===== src/verilog/cwdp_consts.vh =====
// Constants for the configuration word decode and protection block
`ifndef CWDP_CONSTS_VH
`define CWDP_CONSTS_VH
// Register indices; APB byte address is four times the index
`define CWDP_IDX_UID0 16'h8000
`define CWDP_IDX_UID1 16'h8001
`define CWDP_IDX_UID2 16'h8002
`define CWDP_IDX_UID3 16'h8003
`define CWDP_IDX_PART_REVISION_ID 16'h8006
`define CWDP_IDX_CFG1 16'h8007
`define CWDP_IDX_CFG2 16'h8008
`define CWDP_IDX_CTRL 16'h8009
`define CWDP_IDX_STAT 16'h800a
// Blank (erased) word value
`define CWDP_BLANK 14'h3fff
// Unimplemented bit masks, always read as one
`define CWDP_C1_UNIMP 14'h3104
`define CWDP_C2_UNIMP 14'h01fc
// First configuration word field positions
`define CWDP_C1_CLOCK_OUTPUT_PIN 11
`define CWDP_C1_BOR 9
`define CWDP_C1_CP 7
`define CWDP_C1_EXTERNAL_RESET_PIN 6
`define CWDP_C1_POWERUP_DELAY_TIMER 5
`define CWDP_C1_WDT 3
`define CWDP_C1_FOSC 0
// Second configuration word field positions
`define CWDP_C2_LVP 13
`define CWDP_C2_DBG 12
`define CWDP_C2_LOW_POWER_BROWNOUT_ENABLE_N 11
`define CWDP_C2_BROWNOUT_TRIP_SELECT 10
`define CWDP_C2_STV 9
`define CWDP_C2_WRT 0
// Two-bit enable field codes
`define CWDP_EN_ON 2'h3
`define CWDP_EN_RUN 2'h2
`define CWDP_EN_SW 2'h1
`define CWDP_EN_OFF 2'h0
// Clock source code for the internal oscillator
`define CWDP_FOSC_INT 2'h0
// Self-write protection limits, 4 kW then 8 kW
`define CWDP_LIM4_SMALL 13'h01ff
`define CWDP_LIM4_HALF 13'h07ff
`define CWDP_LIM4_ALL 13'h0fff
`define CWDP_LIM8_SMALL 13'h01ff
`define CWDP_LIM8_HALF 13'h0fff
`define CWDP_LIM8_ALL 13'h1fff
// Control and status bit positions
`define CWDP_CTRL_SBOR 0
`define CWDP_CTRL_SWDT 1
`define CWDP_STAT_OVF 0
`define CWDP_STAT_UNF 1
// Programmer port word selects
`define CWDP_PSEL_PART_REVISION_ID 4'h6
`define CWDP_PSEL_CFG1 4'h7
`define CWDP_PSEL_CFG2 4'h8
`endif


===== src/verilog/cwdp_top.v =====
// Configuration word decode, code and write protection, ID storage
//
// Functional notes
// - Clock-out bit low routes clock to pin
// - Brown-out field: on, run-only, software, off
// - Code protect bit active low
// - Reset-pin select ignored under low-voltage programming
// - Power-up timer enable active low
// - Watchdog field: on, run-only, software, off
// - Clock source field selects external or internal
// - Brown-out never enables power-up timer itself
// - Code protection cleared only by bulk erase or by reset
// - Unimplemented and blank bits read one
// - Low-voltage programming bit, refuse clearing in low-voltage session
// - Debugger bit low dedicates serial pins
// - Low-power brown-out enable active low
// - Trip select one picks low trip
// - Stack-fault reset enable resets on fault
// - 4 kW self-write protection ranges
// - 8 kW self-write protection ranges
// - Protected: external writes blocked, reads zero
// - Internal reads never blocked by protection
// - Four user ID words, read and write
// - ID word: part and revision identifiers
// - Stack flags set regardless of reset enable
//
// The APB slave port was decided locally.
`include "cwdp_consts.vh"
`timescale 1ns/1ps
`default_nettype none
module cwdp_top #(
  parameter [8:0] PART_ID = 9'h0a5, // Arbitrary value
  parameter [4:0] REV_ID = 5'h01, // Arbitrary value
  parameter [0:0] FLASH_8KW = 1'b0 // Memory size variant
) (
  // Clock and reset
  input wire pclk,
  input wire presetn,
  // APB slave
  input wire psel,
  input wire penable,
  input wire pwrite,
  input wire [17:0] paddr,
  input wire [31:0] pwdata,
  output reg [31:0] prdata,
  output reg pready,
  output reg pslverr,
  // Programmer port
  input wire prog_mode_active,
  input wire prog_lv_entry,
  input wire prog_wr,
  input wire prog_rd,
  input wire prog_bulk_erase,
  input wire [3:0] prog_addr,
  input wire [13:0] prog_wdata,
  output reg [13:0] prog_rdata,
  // External program memory access
  input wire ext_pm_rd,
  input wire ext_pm_wr,
  input wire [13:0] flash_rdata,
  output reg [13:0] ext_pm_rdata,
  output reg flash_ext_wr,
  // Internal self-write requests
  input wire self_wr_req,
  input wire [12:0] self_wr_addr,
  output reg flash_self_wr,
  output reg self_wr_refused,
  // Core status inputs
  input wire sleep_mode,
  input wire port_pullup_control,
  input wire stack_overflow_evt,
  input wire stack_underflow_evt,
  // Decoded settings
  output reg clock_output_pin_en,
  output reg brownout_active,
  output reg low_power_brownout_en,
  output reg brownout_low_trip,
  output reg code_protect_active,
  output reg reset_pin_is_reset,
  output reg reset_pin_pullup,
  output reg powerup_timer_en,
  output reg watchdog_active,
  output reg clock_source_external,
  output reg [1:0] clock_source_field,
  output reg clock_input_pin_io,
  output reg low_voltage_program_en,
  output reg debugger_pins_dedicated,
  output reg stack_fault_reset,
  output reg stack_overflow_flag,
  output reg stack_underflow_flag
);

  // Nonvolatile words
  reg [13:0] nv_cfg1_ff; // First configuration word
  reg [13:0] nv_cfg2_ff; // Second configuration word
  reg [13:0] uid_ff [0:3]; // User ID words
  // Latched copies used by the decode
  reg [13:0] lat_cfg1_ff;
  reg [13:0] lat_cfg2_ff;
  reg load_pend_ff; // Load still owed after reset
  reg prog_mode_d_ff; // Session level one cycle late
  // Software control bits
  reg [1:0] ctrl_ff;
  // APB decode
  wire setup_ph = psel & ~penable & ~pready; // Setup cycle
  wire acc_done = psel & penable & pready; // Completing access
  wire [15:0] idx = paddr[17:2];
  wire aligned = (paddr[1:0] == 2'h0);
  reg [31:0] rd_word;
  reg rd_hit;
  // Word image with unimplemented bits forced
  wire [13:0] cfg1_img = nv_cfg1_ff | `CWDP_C1_UNIMP;
  wire [13:0] cfg2_img = nv_cfg2_ff | `CWDP_C2_UNIMP;
  wire [13:0] part_revision_id_word = {PART_ID, REV_ID};
  // Protection decode from latched words
  wire cp_on = ~lat_cfg1_ff[`CWDP_C1_CP];
  wire [1:0] wrt = lat_cfg2_ff[`CWDP_C2_WRT+1:`CWDP_C2_WRT];
  wire [12:0] lim_small = FLASH_8KW ? `CWDP_LIM8_SMALL : `CWDP_LIM4_SMALL;
  wire [12:0] lim_half = FLASH_8KW ? `CWDP_LIM8_HALF : `CWDP_LIM4_HALF;
  wire [12:0] lim_all = FLASH_8KW ? `CWDP_LIM8_ALL : `CWDP_LIM4_ALL;
  reg wr_blocked;
  // Programmer word writes allowed only inside a session
  wire pgm_wr = prog_mode_active & prog_wr;
  wire pgm_erase = prog_mode_active & prog_bulk_erase;

  // APB read mux
  // Unaligned accesses answer like unmapped ones, but an unaligned write at the status index still clears the flags
  always @* begin
    rd_word = 32'h0000_0000;
    rd_hit = 1'b1;
    case (idx)
      `CWDP_IDX_UID0: rd_word = {18'h00000, uid_ff[0]};
      `CWDP_IDX_UID1: rd_word = {18'h00000, uid_ff[1]};
      `CWDP_IDX_UID2: rd_word = {18'h00000, uid_ff[2]};
      `CWDP_IDX_UID3: rd_word = {18'h00000, uid_ff[3]};
      `CWDP_IDX_PART_REVISION_ID: rd_word = {18'h00000, part_revision_id_word};
      `CWDP_IDX_CFG1: rd_word = {18'h00000, cfg1_img};
      `CWDP_IDX_CFG2: rd_word = {18'h00000, cfg2_img};
      `CWDP_IDX_CTRL: rd_word = {30'h00000000, ctrl_ff};
      `CWDP_IDX_STAT: rd_word = {30'h00000000, stack_underflow_flag, stack_overflow_flag};
      default: rd_hit = 1'b0; // Unmapped
    endcase
    if (!aligned) begin
      rd_hit = 1'b0;
    end
  end

  // Self-write range check
  always @* begin
    case (wrt)
      `CWDP_EN_ON: wr_blocked = 1'b0;
      `CWDP_EN_RUN: wr_blocked = (self_wr_addr <= lim_small);
      `CWDP_EN_SW: wr_blocked = (self_wr_addr <= lim_half);
      default: wr_blocked = (self_wr_addr <= lim_all);
    endcase
  end

  // APB answer: ready one cycle after setup, no wait states
  // Read data and error are captured at setup and stand
  // for exactly the one access cycle, zero otherwise
  always @(posedge pclk or negedge presetn) begin
    if (!presetn) begin
      pready <= 1'b0;
      prdata <= 32'h0000_0000;
      pslverr <= 1'b0;
    end else begin
      pready <= setup_ph;
      if (setup_ph) begin
        prdata <= (rd_hit & ~pwrite) ? rd_word : 32'h0000_0000;
        // Writes to read-only ID and unmapped words are errors
        pslverr <= ~rd_hit | (pwrite & ((idx == `CWDP_IDX_PART_REVISION_ID) |
                   (idx == `CWDP_IDX_CFG1) | (idx == `CWDP_IDX_CFG2)));
      end else begin
        prdata <= 32'h0000_0000;
        pslverr <= 1'b0;
      end
    end
  end

  // Software control register
  always @(posedge pclk or negedge presetn) begin
    if (!presetn) begin
      ctrl_ff <= 2'h0;
    end else if (acc_done & pwrite & ~pslverr & (idx == `CWDP_IDX_CTRL)) begin
      ctrl_ff <= pwdata[1:0];
    end
  end

  // Configuration words: programmer writes and bulk erase
  // Erase outranks a word write landing in the same cycle
  always @(posedge pclk or negedge presetn) begin
    if (!presetn) begin
      nv_cfg1_ff <= `CWDP_BLANK;
      nv_cfg2_ff <= `CWDP_BLANK;
    end else if (pgm_erase) begin
      nv_cfg1_ff <= `CWDP_BLANK;
      nv_cfg2_ff <= `CWDP_BLANK;
    end else if (pgm_wr & (prog_addr == `CWDP_PSEL_CFG1)) begin
      nv_cfg1_ff <= prog_wdata | `CWDP_C1_UNIMP;
      // Protection once set stays set
      nv_cfg1_ff[`CWDP_C1_CP] <= prog_wdata[`CWDP_C1_CP] & nv_cfg1_ff[`CWDP_C1_CP];
    end else if (pgm_wr & (prog_addr == `CWDP_PSEL_CFG2)) begin
      nv_cfg2_ff <= prog_wdata | `CWDP_C2_UNIMP;
      if (prog_lv_entry) begin
        // Clearing refused while entered by low voltage
        nv_cfg2_ff[`CWDP_C2_LVP] <= nv_cfg2_ff[`CWDP_C2_LVP];
      end
    end
  end

  // User ID words, one per generate entry
  // Programmer port outranks the APB path in one cycle
  genvar g;
  generate
    for (g = 0; g < 4; g = g + 1) begin : g_uid
      wire apb_hit = acc_done & pwrite & ~pslverr & (idx == (`CWDP_IDX_UID0 + g));
      always @(posedge pclk or negedge presetn) begin
        if (!presetn) begin
          uid_ff[g] <= `CWDP_BLANK;
        end else if (pgm_erase) begin
          uid_ff[g] <= `CWDP_BLANK;
        end else if (pgm_wr & (prog_addr == g)) begin
          uid_ff[g] <= prog_wdata;
        end else if (apb_hit) begin
          uid_ff[g] <= pwdata[13:0];
        end
      end
    end
  endgenerate

  // Programmer reads of ID and configuration words
  always @(posedge pclk or negedge presetn) begin
    if (!presetn) begin
      prog_rdata <= 14'h0000;
    end else if (prog_rd) begin
      case (prog_addr)
        4'h0: prog_rdata <= uid_ff[0];
        4'h1: prog_rdata <= uid_ff[1];
        4'h2: prog_rdata <= uid_ff[2];
        4'h3: prog_rdata <= uid_ff[3];
        `CWDP_PSEL_PART_REVISION_ID: prog_rdata <= part_revision_id_word;
        `CWDP_PSEL_CFG1: prog_rdata <= cfg1_img;
        `CWDP_PSEL_CFG2: prog_rdata <= cfg2_img;
        default: prog_rdata <= `CWDP_BLANK;
      endcase
    end
  end

  // Latch words after reset release and after each session ends
  // Decode never follows the live words, so a programming
  // session cannot disturb the running settings
  always @(posedge pclk or negedge presetn) begin
    if (!presetn) begin
      load_pend_ff <= 1'b1;
      prog_mode_d_ff <= 1'b0;
      lat_cfg1_ff <= `CWDP_BLANK;
      lat_cfg2_ff <= `CWDP_BLANK;
    end else begin
      prog_mode_d_ff <= prog_mode_active;
      load_pend_ff <= prog_mode_d_ff & ~prog_mode_active;
      if (load_pend_ff) begin
        lat_cfg1_ff <= cfg1_img;
        lat_cfg2_ff <= cfg2_img;
      end
    end
  end

  // Decoded device settings
  // Registered once more so every setting output comes
  // straight from a flip-flop
  always @(posedge pclk or negedge presetn) begin
    if (!presetn) begin
      clock_output_pin_en <= 1'b0;
      brownout_active <= 1'b0;
      low_power_brownout_en <= 1'b0;
      brownout_low_trip <= 1'b0;
      code_protect_active <= 1'b0;
      reset_pin_is_reset <= 1'b0;
      reset_pin_pullup <= 1'b0;
      powerup_timer_en <= 1'b0;
      watchdog_active <= 1'b0;
      clock_source_external <= 1'b0;
      clock_source_field <= 2'h0;
      clock_input_pin_io <= 1'b0;
      low_voltage_program_en <= 1'b0;
      debugger_pins_dedicated <= 1'b0;
    end else begin
      clock_output_pin_en <= ~lat_cfg1_ff[`CWDP_C1_CLOCK_OUTPUT_PIN];
      case (lat_cfg1_ff[`CWDP_C1_BOR+1:`CWDP_C1_BOR])
        `CWDP_EN_ON: brownout_active <= 1'b1;
        `CWDP_EN_RUN: brownout_active <= ~sleep_mode;
        `CWDP_EN_SW: brownout_active <= ctrl_ff[`CWDP_CTRL_SBOR];
        default: brownout_active <= 1'b0;
      endcase
      low_power_brownout_en <= ~lat_cfg2_ff[`CWDP_C2_LOW_POWER_BROWNOUT_ENABLE_N];
      brownout_low_trip <= lat_cfg2_ff[`CWDP_C2_BROWNOUT_TRIP_SELECT];
      code_protect_active <= cp_on;
      if (lat_cfg2_ff[`CWDP_C2_LVP]) begin
        // Select bit ignored; pin stays the reset input
        reset_pin_is_reset <= 1'b1;
        reset_pin_pullup <= 1'b1;
      end else if (lat_cfg1_ff[`CWDP_C1_EXTERNAL_RESET_PIN]) begin
        reset_pin_is_reset <= 1'b1;
        reset_pin_pullup <= 1'b1;
      end else begin
        reset_pin_is_reset <= 1'b0;
        reset_pin_pullup <= port_pullup_control;
      end
      // Driven from its own bit only, not from brown-out
      powerup_timer_en <= ~lat_cfg1_ff[`CWDP_C1_POWERUP_DELAY_TIMER];
      case (lat_cfg1_ff[`CWDP_C1_WDT+1:`CWDP_C1_WDT])
        `CWDP_EN_ON: watchdog_active <= 1'b1;
        `CWDP_EN_RUN: watchdog_active <= ~sleep_mode;
        `CWDP_EN_SW: watchdog_active <= ctrl_ff[`CWDP_CTRL_SWDT];
        default: watchdog_active <= 1'b0;
      endcase
      clock_source_field <= lat_cfg1_ff[`CWDP_C1_FOSC+1:`CWDP_C1_FOSC];
      clock_source_external <= (lat_cfg1_ff[`CWDP_C1_FOSC+1:`CWDP_C1_FOSC] != `CWDP_FOSC_INT);
      clock_input_pin_io <= (lat_cfg1_ff[`CWDP_C1_FOSC+1:`CWDP_C1_FOSC] == `CWDP_FOSC_INT);
      low_voltage_program_en <= lat_cfg2_ff[`CWDP_C2_LVP];
      debugger_pins_dedicated <= ~lat_cfg2_ff[`CWDP_C2_DBG];
    end
  end

  // External program memory gate; internal reads bypass this block
  always @(posedge pclk or negedge presetn) begin
    if (!presetn) begin
      ext_pm_rdata <= 14'h0000;
      flash_ext_wr <= 1'b0;
    end else begin
      // Gate follows the reported setting, so the pin-level
      // protection flag and the gate agree in every cycle
      if (ext_pm_rd) begin
        ext_pm_rdata <= code_protect_active ? 14'h0000 : flash_rdata;
      end
      flash_ext_wr <= ext_pm_wr & ~code_protect_active;
    end
  end

  // Self-writes limited by the range field only, not by protection
  // Refusal pulse lets the core see a blocked write
  always @(posedge pclk or negedge presetn) begin
    if (!presetn) begin
      flash_self_wr <= 1'b0;
      self_wr_refused <= 1'b0;
    end else begin
      flash_self_wr <= self_wr_req & ~wr_blocked;
      self_wr_refused <= self_wr_req & wr_blocked;
    end
  end

  // Stack fault flags: set wins over a write-one clear
  // Fault reset follows the latched enable; flags do not
  always @(posedge pclk or negedge presetn) begin
    if (!presetn) begin
      stack_overflow_flag <= 1'b0;
      stack_underflow_flag <= 1'b0;
      stack_fault_reset <= 1'b0;
    end else begin
      if (stack_overflow_evt) begin
        stack_overflow_flag <= 1'b1;
      end else if (acc_done & pwrite & (idx == `CWDP_IDX_STAT) & pwdata[`CWDP_STAT_OVF]) begin
        stack_overflow_flag <= 1'b0;
      end
      if (stack_underflow_evt) begin
        stack_underflow_flag <= 1'b1;
      end else if (acc_done & pwrite & (idx == `CWDP_IDX_STAT) & pwdata[`CWDP_STAT_UNF]) begin
        stack_underflow_flag <= 1'b0;
      end
      stack_fault_reset <= (stack_overflow_evt | stack_underflow_evt) & lat_cfg2_ff[`CWDP_C2_STV];
    end
  end

endmodule
`default_nettype wire


===== config.mk =====
export PLATFORM = sky130hd
export DESIGN_NAME = cwdp_top
export DESIGN_NICKNAME = d
export VERILOG_FILES = /design/src/verilog/cwdp_top.v
export VERILOG_INCLUDE_DIRS = /design/src /design/src/verilog
export SDC_FILE = /design/constraint.sdc
export NUM_CORES = 1
export LEC_CHECK = 0
export BUFFER_PORTS_ARGS = -buffer_cell sky130_fd_sc_hd__buf_2
export CORE_MARGIN = 1
export CORE_UTILIZATION = 40
export DETAILED_ROUTE_END_ITERATION = 8
export PLACE_DENSITY = 0.69
export REMOVE_ABC_BUFFERS = 1
export SYNTH_ARGS = -nofsm -noshare
export SYNTH_HDL_FRONTEND = slang
export SYNTH_SLANG_ARGS = --single-unit

===== constraint.sdc =====
create_clock -name pclk -period 4.27 [get_ports pclk]
set_clock_uncertainty 0.15 [all_clocks]
set_input_delay 0.427 -clock pclk [delete_from_list [all_inputs] [get_ports pclk]]
set_output_delay 0.427 -clock pclk [all_outputs]
set_load 0.05 [all_outputs]

==> results.yml, run 1 <==
timing:
  slew_headroom: 0.269
  fmax_ghz: 0.360
  finalHoldViolCount: 0
  setup_tns_ps: 0
  setup_viol: 0
  tightest_slew_ps: 1090
  fin_crit_sh: 0.651
  drv_slew: 0
  rsz0062_at_grt: "no"
  min_period_ps: 2780
setup_path:
  crit_path_max_fanout: 23
  critPathLaunch: "paddr[5]"
  rr_endpoint: "uid_ff[53]$_DFFE_PN1P_"
  ff2ff_setup_slack_ps: 1880
  rr_startpoint: "pready$_DFF_PN0_"
  crit_required_ps: 4420
  cp-end-kind: "register"
  critPathKind: "input port to register"
  slowest_stage: "and4_1"
  worstPathCellList: "buf_2 -> nor2_2 -> and4_1 -> and2_1 -> a311oi_1"
  reg2reg_depth: 6
  cpPeakStageDelay_ps: 830
  worstSetupStartpointType: "input port"
  crit_arrival_ps: 2930
cells_and_area:
  diodes: 0
  stdcell_count: 1218
  area_growth_pct: 16.9
  fillers: 1908
  fin_nets: 1047
  drive_gt1_frac: 0.349
global_routing:
  grtUsageTotal: 0.257
  grt_pass1_wl_um: 42500
  grt_pass1_vias: 7340
  antenna_found_initial: 0
  grt.overflow.total: 0
  grt_max_degree: 101
floorplanning:
  num_rows: 52
  die_height_um: 148
  coreArea_um2: 20500
  initial_core_util: 0.414
  fp.dieArea_um2: 21800
  dieWidth_um: 148
  ios: 195
synth:
  ys_top_cells_by_count: "91 x dfstp_2, 68 x dfrtp_1, 63 x nand2_1"
  synth_compound_area_frac: 0.219
  synth_ff_type: "dfstp_2"
  synth_edf_count: 0
  synthTopCellsByArea: "dfstp_2 28%, dfrtp_1 20%, a311oi_1 5.9%, a2111oi_0 5.8%, nor3_1 3.7%"
  yosys.area_share.adder: 0
  ys_warn_count: 0
  ys_seq_elements: 159
  avgSynthCellArea_um2: 10.2
  synth_area_leader_cell: "dfstp_2"
  synth-simple-area-share: 0.176
  synth_top_family_by_area: "compound AO/OA/AOI/OAI gates"
  yosysSeqAreaShare: 0.482
  async_reset_ff_frac: 1.00
  synthCells: 830
  synth_most_common_cell: "dfstp_2"
  yosys.area.top_type_share: 0.282
  synth_cell_type_count: 63
  synth-xor-area-share: 0
  synthMuxAreaShare: 0.0497
  syn-cell-area_um2: 8480
place:
  place.gp.congestion: 0.864
  portBuffers: 149
  dp_hpwl_um: 18300
  place_inst: 1184
run_status:
  outcome: "complete, no violations"
clock_network:
  ctsRootBufferMaster: "clkbuf_16"
  cts_made_buffers: 17
  cts_tree: "done"
  htree_levels: 4
  clockBufferDepth: 2
  insertion_delay_ps: 440
  clk_pin_slew_ps: 60
  cts.sinks: 159
worst_hold_path:
  hold_path_end: "watchdog_active$_DFF_PN0_"
  min_from: "sleep_mode"
  min_path_cells: 2
  hold_path_class: "input port to register"
detailed_routing:
  final_antenna_net_count: 0
  drtIter0Drc: 773
  drc: 0
  num_vias: 7631
  drt_pass1_iterations: 8
  wl_per_cell_um: 22.6
  routed_wirelength_um: 27600
  vias_per_cell: 6.27
run:
  drv_cap: 0
pwr:
  p_leak_nw: 3.89
  powerDensity_nw_per_um2: 392
  ir_drop_mv: 0.242
-- sequential cells by signal (all words and copies together) (netlist names), 2 cells and up --
| signal | flops |
|---|---|
| uid_ff | 56 |
| ext_pm_rdata | 14 |
| prdata | 14 |
| prog_rdata | 14 |
| lat_cfg1_ff | 10 |
| nv_cfg1_ff | 10 |
| lat_cfg2_ff | 7 |
| nv_cfg2_ff | 7 |
| clock_source_field | 2 |
| ctrl_ff | 2 |
-- logic make-up (layout without fill, tap and decap cells) --
logic type      count (synthesis)  count (layout)
mux                            30              30
buf+inv                       124             225
simple gates                  273             273
other cells                     1              18
flops                         159             159
compound gates                243             243
-- per-stage QoR --
step	util	hold WS (ps)	power [mW]	setup slack, ps	area, um2
detailed placement	0.452	246	2.29	1160	9270
global route	0.484	37.0	4.01	1390	9920
global placement	0.452	241	2.28	1140	9270
CTS	0.484	27.6	3.90	1590	9920
floorplan	-	-18.6	2.04	1050	8040
finish	0.484	35.1	3.89	1490	9920
-- per-layer routing --
metal  up-vias  share of wire  GRT usage
li1       3382              -          -
met5         -              0          0
met3        64           0.11     0.0651
met1      3694           0.41      0.348
met2       491           0.45      0.388
met4         0          0.027      0.112
-- cells in the final DEF (no fill, tap or decap), types with 4 or more instances in the layout --
cell / count
nor3_1: 62
buf_4: 14
dfstp_2: 91
nand3_1: 24
buf_2: 148
mux4_2: 8
a221oi_1: 8
o22a_1: 8
a2bb2oi_1: 4
a31oi_1: 6
and2_1: 12
nor2_1: 41
nor2b_1: 10
a22o_1: 5
clkbuf_16: 17
a22oi_1: 4
nand4_1: 6
a21o_1: 7
nand3b_1: 21
dfrtp_1: 68
a41oi_1: 5
mux2_2: 17
nand2_1: 63
a222oi_1: 7
inv_1: 25
clkinv_4: 4
o21ai_0: 32
a21oi_1: 32
a2111oi_0: 56
conb_1: 18
a311oi_1: 57
mux2i_1: 5
-- critical path: cells and delay by family --
family | cells | cell delay, ps
and+or+nand+nor | 3 | 2020
buffers and inverters | 1 | 240
AOI/OAI and AO/OA | 1 | 220
-- repair_timing --
item / 4_1_cts / 5_1_grt
hold buffers: 2 / 0
hold endpoints to repair: 58 / 0
gates resized for setup: 0 / 0
buffers inserted: 0 / 0
setup endpoints to repair: 0 / 0
-- how the worst max path moves through the flow --
stage,end,cells after the start
after detailed placement,uid_ff[13]$_DFFE_PN1P_,5
after global placement,uid_ff[32]$_DFFE_PN1P_,5
after floorplan,uid_ff[0]$_DFFE_PN1P_,3
final,uid_ff[13]$_DFFE_PN1P_,5
after global routing,uid_ff[1]$_DFFE_PN1P_,5
after CTS,uid_ff[13]$_DFFE_PN1P_,5
-- power breakdown --
group          internal [mW]  total [mW]  switching (mW)
Clock                  0.976        1.62           0.643
Sequential              1.61        1.67          0.0565
Combinational          0.163       0.600           0.437
Total                   2.75        3.89            1.14
-- cell type report --
| cell class | count | area [um2] | share of cell area |
|---|---|---|---|
| Clock buffer | 22 | 474 | 0.0478 |
| Tap cell | 270 | 338 | 0.0341 |
| Timing Repair Buffer | 167 | 917 | 0.0925 |
| Multi-Input combinational cell | 564 | 3850 | 0.388 |
| Clock inverter | 10 | 151 | 0.0153 |
| Sequential cell | 159 | 4090 | 0.413 |
| Inverter | 26 | 97.6 | 0.00984 |
(Power assumes the default switching activity.)
==> run 2: changes to the inputs <==
--- a/config.mk
+++ b/config.mk
@@ -10,7 +10,7 @@
 export CORE_MARGIN = 1
 export CORE_UTILIZATION = 40
 export DETAILED_ROUTE_END_ITERATION = 8
-export PLACE_DENSITY = 0.69
+export PLACE_DENSITY = 0.72
 export REMOVE_ABC_BUFFERS = 1
 export SYNTH_ARGS = -nofsm -noshare
 export SYNTH_HDL_FRONTEND = slang
==> constraint.sdc (replaced) <==
create_clock -name pclk -period 2.37 [get_ports pclk]
set_clock_uncertainty 0.15 [all_clocks]
set_input_delay 0.237 -clock pclk [delete_from_list [all_inputs] [get_ports pclk]]
set_output_delay 0.237 -clock pclk [all_outputs]
set_load 0.05 [all_outputs]
==> run 2 against run 1 <==
Against the previous run: final area up 7.6%; utilization up 3.7 points; routed wire length up 3.6%; flip-flop and latch count unchanged; clock power up 59%; sequential power up 80%; global-route usage up 0.72 points; die area unchanged; register-to-register slack worse by 1500 ps; critical path type unchanged; critical endpoint is now uid_ff[44]$_DFFE_PN1P_; largest cell class unchanged.
==> results.yml, run 2 (synthesis results as in run 1) <==
timing:
  drv_slew: 0
  min_period_ps: 2120
  finalHoldViolCount: 0
  tightest_slew_ps: 703
  slew_headroom: 0.530
  rsz0062_at_grt: "no"
  fmax_ghz: 0.472
  setup_viol: 0
  setup_tns_ps: 0
  fin_crit_sh: 0.893
setup_path:
  worstPathCellList: "dlygate4sd3_1 -> buf_2 -> and2_1 -> and2_1 -> buf_4 -> a2111oi_0 -> a311oi_1"
  slowest_stage: "a2111oi_0"
  crit_arrival_ps: 2300
  critPathKind: "input port to register"
  crit_path_max_fanout: 9
  cpPeakStageDelay_ps: 580
  crit_required_ps: 2550
  worstSetupStartpointType: "input port"
  cpMostUsedCell: "and2_1"
  critPathLaunch: "prog_mode_active"
  rr_startpoint: "pready$_DFF_PN0_"
  cp-end-kind: "register"
run_status:
  outcome: "complete, no violations"
clock_network:
  cts_hold_buffers: 42
  cts_setup_buffers: 0
  clk_pin_slew_ps: 60
  ctsRootBufferMaster: "clkbuf_16"
  htree_levels: 4
  cts_made_buffers: 17
  insertion_delay_ps: 430
  cts_tree: "done"
  cts_resized: 0
  cts.sinks: 159
  clockBufferDepth: 2
global_routing:
  grt.met3_usage: 0.0586
  grt.overflow.total: 0
  grt_max_degree: 55
  grtUsageTotal: 0.264
  grt_pass1_wl_um: 43700
  grt_pass1_vias: 7652
  grtUsageMet1: 0.358
  met2_usage: 0.410
  grt_busiest_layer: "met2"
  antenna_found_initial: 0
cells_and_area:
  area_growth_pct: 25.8
  layout_common_cells: "148 x buf_2, 91 x dfstp_2, 68 x dfrtp_1, 63 x nand2_1, 62 x nor3_1"
  final_common_cell: "buf_2"
  largest_reg_flops: 56
  diodes: 0
  largest-register: "uid_ff"
  fillers: 1872
  fin_nets: 1138
  drive_gt1_frac: 0.367
  final_area_um2: 10700
floorplanning:
  num_rows: 52
  coreArea_um2: 20500
  dieWidth_um: 148
  die_height_um: 148
  initial_core_util: 0.414
  ios: 195
  fp.dieArea_um2: 21800
detailed_routing:
  drc: 0
  num_vias: 8182
  wl_per_cell_um: 21.8
  drtIter0Drc: 1026
  vias_per_cell: 6.25
  routed_wirelength_um: 28600
  final_antenna_net_count: 0
  drt_pass1_iterations: 6
pwr:
  p_int_mw: 4.73
  power.share.clock: 0.382
  powerDensity_nw_per_um2: 633
  p_comb_frac: 0.173
  p_leak_nw: 4.28
  p_sw_frac: 0.300
  p_sw_mw: 2.02
  seqPwrFrac: 0.446
  ir_drop_mv: 0.396
place:
  dp_hpwl_um: 19400
  portBuffers: 149
  place.gp.congestion: 0.908
  postPlaceCellArea_um2: 9710
worst_hold_path:
  min_from: "self_wr_addr[11]"
  hold_path_class: "input port to register"
run:
  drv_cap: 0
[run 2: cell count changes in the layout (fill, tap and decap cells not counted), sizes merged, moves of 2 or more]
cell / change
clkinv: +2
inv: -2
buf: +51
dlygate4sd3: +40
bufinv: -2
clkinvlp: +3
[run 2: layout make-up]
type	count	area [um2]	share of cell area
flip-flops and latches	159	4090	0.384
multi-input cells	564	3850	0.361
repair buffers	258	1750	0.164
clock buffers	21	450	0.0422
well taps	270	338	0.0317
inverters	26	97.6	0.00915
clock inverters	11	95.1	0.00891
[run 2: worst max-delay path: cells and delay by family]
kind / cells / cell delay, ps
and+or+nand+nor: 2 / 530
AOI/OAI and AO/OA: 2 / 670
buffers and inverters: 3 / 860
[run 2: through the flow]
step                total power [mW]  worst slack [ps]   util  hold slack [ps]  instances
floorplan                       3.67              -660      -             -209        749
global placement                4.14               239  0.474             76.4       1235
detailed placement              4.15               172  0.474             78.8       1235
CTS                             6.78               309  0.521             16.0       1309
global route                    7.00               109  0.521             58.0       1309
finish                          6.76               253  0.521             22.9       1309
[run 2: per-layer routing]
layer | vias up | part of all wire | wire length, um
met3 | 85 | 0.12 | 3300
met1 | 3946 | 0.40 | 11400
met2 | 602 | 0.46 | 13000
met4 | 0 | 0.029 | 819
li1 | 3549 | - | -
met5 | - | 0 | 0
[run 2: path summary, 6_finish.rpt]
| kind | endpoint | slack (ps) | depth (start not counted) |
|---|---|---|---|
| worst max-delay path | uid_ff[44]$_DFFE_PN1P_ | 250 | 7 |
| worst min-delay path | flash_self_wr$_DFF_PN0_ | 20 | 4 |
| worst max register to register | stack_overflow_flag$_DFFE_PN0P_ | 360 | 5 |
| worst min register to register | brownout_low_trip$_DFF_PN0_ | 250 | 0 |
| max in group asynchronous | uid_ff[53]$_DFFE_PN1P_ | 1110 | 3 |
| min in group asynchronous | prdata[4]$_DFF_PN0_ | 180 | 2 |
[run 2: power by group through the flow]
stage	sequential, mW	clock, mW	combinational (mW)
global placement	3.04	0	1.09
finish	3.01	2.58	1.17
global route	3.02	2.73	1.25
CTS	3.01	2.61	1.16
floorplan	3.30	0	0.370
detailed placement	3.05	0	1.10
==> run 3: changes to the inputs <==
--- a/config.mk
+++ b/config.mk
@@ -10,7 +10,6 @@
 export CORE_MARGIN = 1
 export CORE_UTILIZATION = 40
 export DETAILED_ROUTE_END_ITERATION = 8
-export PLACE_DENSITY = 0.72
 export REMOVE_ABC_BUFFERS = 1
 export SYNTH_ARGS = -nofsm -noshare
 export SYNTH_HDL_FRONTEND = slang
==> run 3 against run 2 <==
Against the previous run: final cell count decreased by 0.15%; routed wire length increased by 1.3%; utilization increased by 0.39 points; worst setup slack got worse by 140 ps; die area unchanged; register-to-register slack got worse by 60 ps; final area increased by 0.75%; largest power group unchanged; clock power increased by 6%; largest cell class unchanged; combinational power about the same; flip-flop and latch count unchanged.
==> results.yml, run 3 (synthesis results as in run 1) <==
setup_path:
  crit_arrival_ps: 2470
  worstSetupStartpointType: "input port"
  crit_required_ps: 2580
  slowest_stage: "dlygate4sd3_1"
  crit_path_max_fanout: 12
  critPathKind: "input port to register"
  cpMostUsedCell: "dlygate4sd3_1"
  cp-end-kind: "register"
  worstPathCellList: "dlygate4sd3_1 -> buf_2 -> and2_1 -> and2_0 -> buf_4 -> nand3b_1 -> dlygate4sd3_1 -> nand3_1"
  crit_family: "buffers and inverters"
  cpPeakStageDelay_ps: 560
  path_buf_inv: 4
pwr:
  powerDensity_nw_per_um2: 642
  ir_drop_mv: 0.496
  p_leak_nw: 4.30
floorplanning:
  num_rows: 52
  fp.dieArea_um2: 21800
  dieWidth_um: 148
  initial_core_util: 0.414
  coreArea_um2: 20500
  die_height_um: 148
  ios: 195
cells_and_area:
  layout_common_cells: "148 x buf_2, 91 x dfstp_2, 68 x dfrtp_1, 63 x nand2_1, 62 x nor3_1"
  drive_gt1_frac: 0.367
  largest_reg_flops: 56
  fillers: 1904
  final_common_cell: "buf_2"
  final_util: 0.525
  diodes: 0
  area_growth_pct: 26.7
  fin_nets: 1136
  largest-register: "uid_ff"
  stdcell_count: 1307
clock_network:
  insertion_delay_ps: 440
  ctsRootBufferMaster: "clkbuf_16"
  htree_levels: 4
  clk_pin_slew_ps: 70
  cts_resized: 0
  cts_tree: "done"
  cts.sinks: 159
  cts_setup_buffers: 0
  clockBufferDepth: 2
  cts_hold_buffers: 43
  cts_made_buffers: 17
global_routing:
  grtUsageTotal: 0.272
  grt_pass1_wl_um: 44700
  grt_max_degree: 80
  grt_pass1_vias: 7730
  antenna_found_initial: 0
  grt.overflow.total: 0
worst_hold_path:
  hold_path_class: "input port to register"
place:
  dp_hpwl_um: 19800
  portBuffers: 149
  place_inst: 1232
  place.gp.congestion: 0.848
  place_ws_ps: 301
timing:
  fin_crit_sh: 0.953
  setup_viol: 0
  drv_slew: 0
  timing.hold.ws_ps: 2.42
  tightest_slew_ps: 726
  fin_ws_ps: 111
  slew_headroom: 0.515
  fmax_ghz: 0.443
  finalHoldViolCount: 0
  setup_tns_ps: 0
  min_period_ps: 2260
  rsz0062_at_grt: "no"
run_status:
  outcome: "complete, no violations"
detailed_routing:
  routed_wirelength_um: 28900
  num_vias: 7900
  drtIter0Drc: 702
  final_antenna_net_count: 0
  vias_per_cell: 6.04
  drc: 0
  wl_per_cell_um: 22.1
  drt_pass1_iterations: 7
run:
  drv_cap: 0
[run 3: cell count changes in the layout (fill, tap and decap cells not counted), moves of 2 or more]
| cell | previous run | this run |
|---|---|---|
| buf_12 | 6 | 11 |
| buf_4 | 61 | 53 |
| clkbuf_1 | 3 | 0 |
| clkinv_2 | 5 | 2 |
| clkinv_4 | 1 | 3 |
| inv_6 | 1 | 4 |
| inv_8 | 0 | 3 |
[run 3: path summary, 6_finish.rpt]
| kind | slack [ps] | end | cells past startpoint | from |
|---|---|---|---|---|
| max | 110 | nv_cfg2_ff[13]$_DFFE_PN1P_ | 8 | prog_mode_active |
| min | 2 | pslverr$_DFF_PN0_ | 4 | paddr[1] |
| max reg2reg | 300 | stack_underflow_flag$_DFFE_PN0P_ | 5 | pready$_DFF_PN0_ |
| min reg2reg | 250 | brownout_low_trip$_DFF_PN0_ | 0 | lat_cfg2_ff[10]$_DFFE_PN1P_ |
| max in group asynchronous | 1150 | nv_cfg1_ff[11]$_DFFE_PN1P_ | 3 | presetn |
| min in group asynchronous | 210 | pready$_DFF_PN0_ | 2 | presetn |
[run 3: worst register-to-register path: stages (launching register included)]
cell and delay, ps:
dfrtp_1 380, nand4_2 240, nor2_1 280, nand4_1 150, a21o_1 210, dlygate4sd3_1 550
[run 3: final cells by class]
type	count	area [um2]	area share
Inverter	26	97.6	0.00908
Sequential cell	159	4090	0.381
Tap cell	270	338	0.0314
Clock inverter	15	150	0.0140
Clock buffer	17	425	0.0396
Timing Repair Buffer	256	1800	0.167
Multi-Input combinational cell	564	3850	0.358
[run 3: through the flow]
step / power [mW] / area [um2]
after floorplan: 3.67 / 8040
after global placement: 4.15 / 9750
after detailed placement: 4.16 / 9750
after CTS: 6.93 / 10800
after global routing: 7.16 / 10800
final: 6.91 / 10800
[run 3: report_power, final]
group	internal, mW	switching (mW)	total, mW
combinational	0.367	0.803	1.17
clock	1.48	1.25	2.73
sequential	2.90	0.103	3.01
total	4.75	2.16	6.91
[run 3: routing by layer]
metal | track usage | share of wire | vias up
met5 | 0 | 0 | -
li1 | - | - | 3554
met2 | 0.420 | 0.46 | 415
met3 | 0.0488 | 0.083 | 65
met1 | 0.377 | 0.43 | 3866
met4 | 0.111 | 0.028 | 0
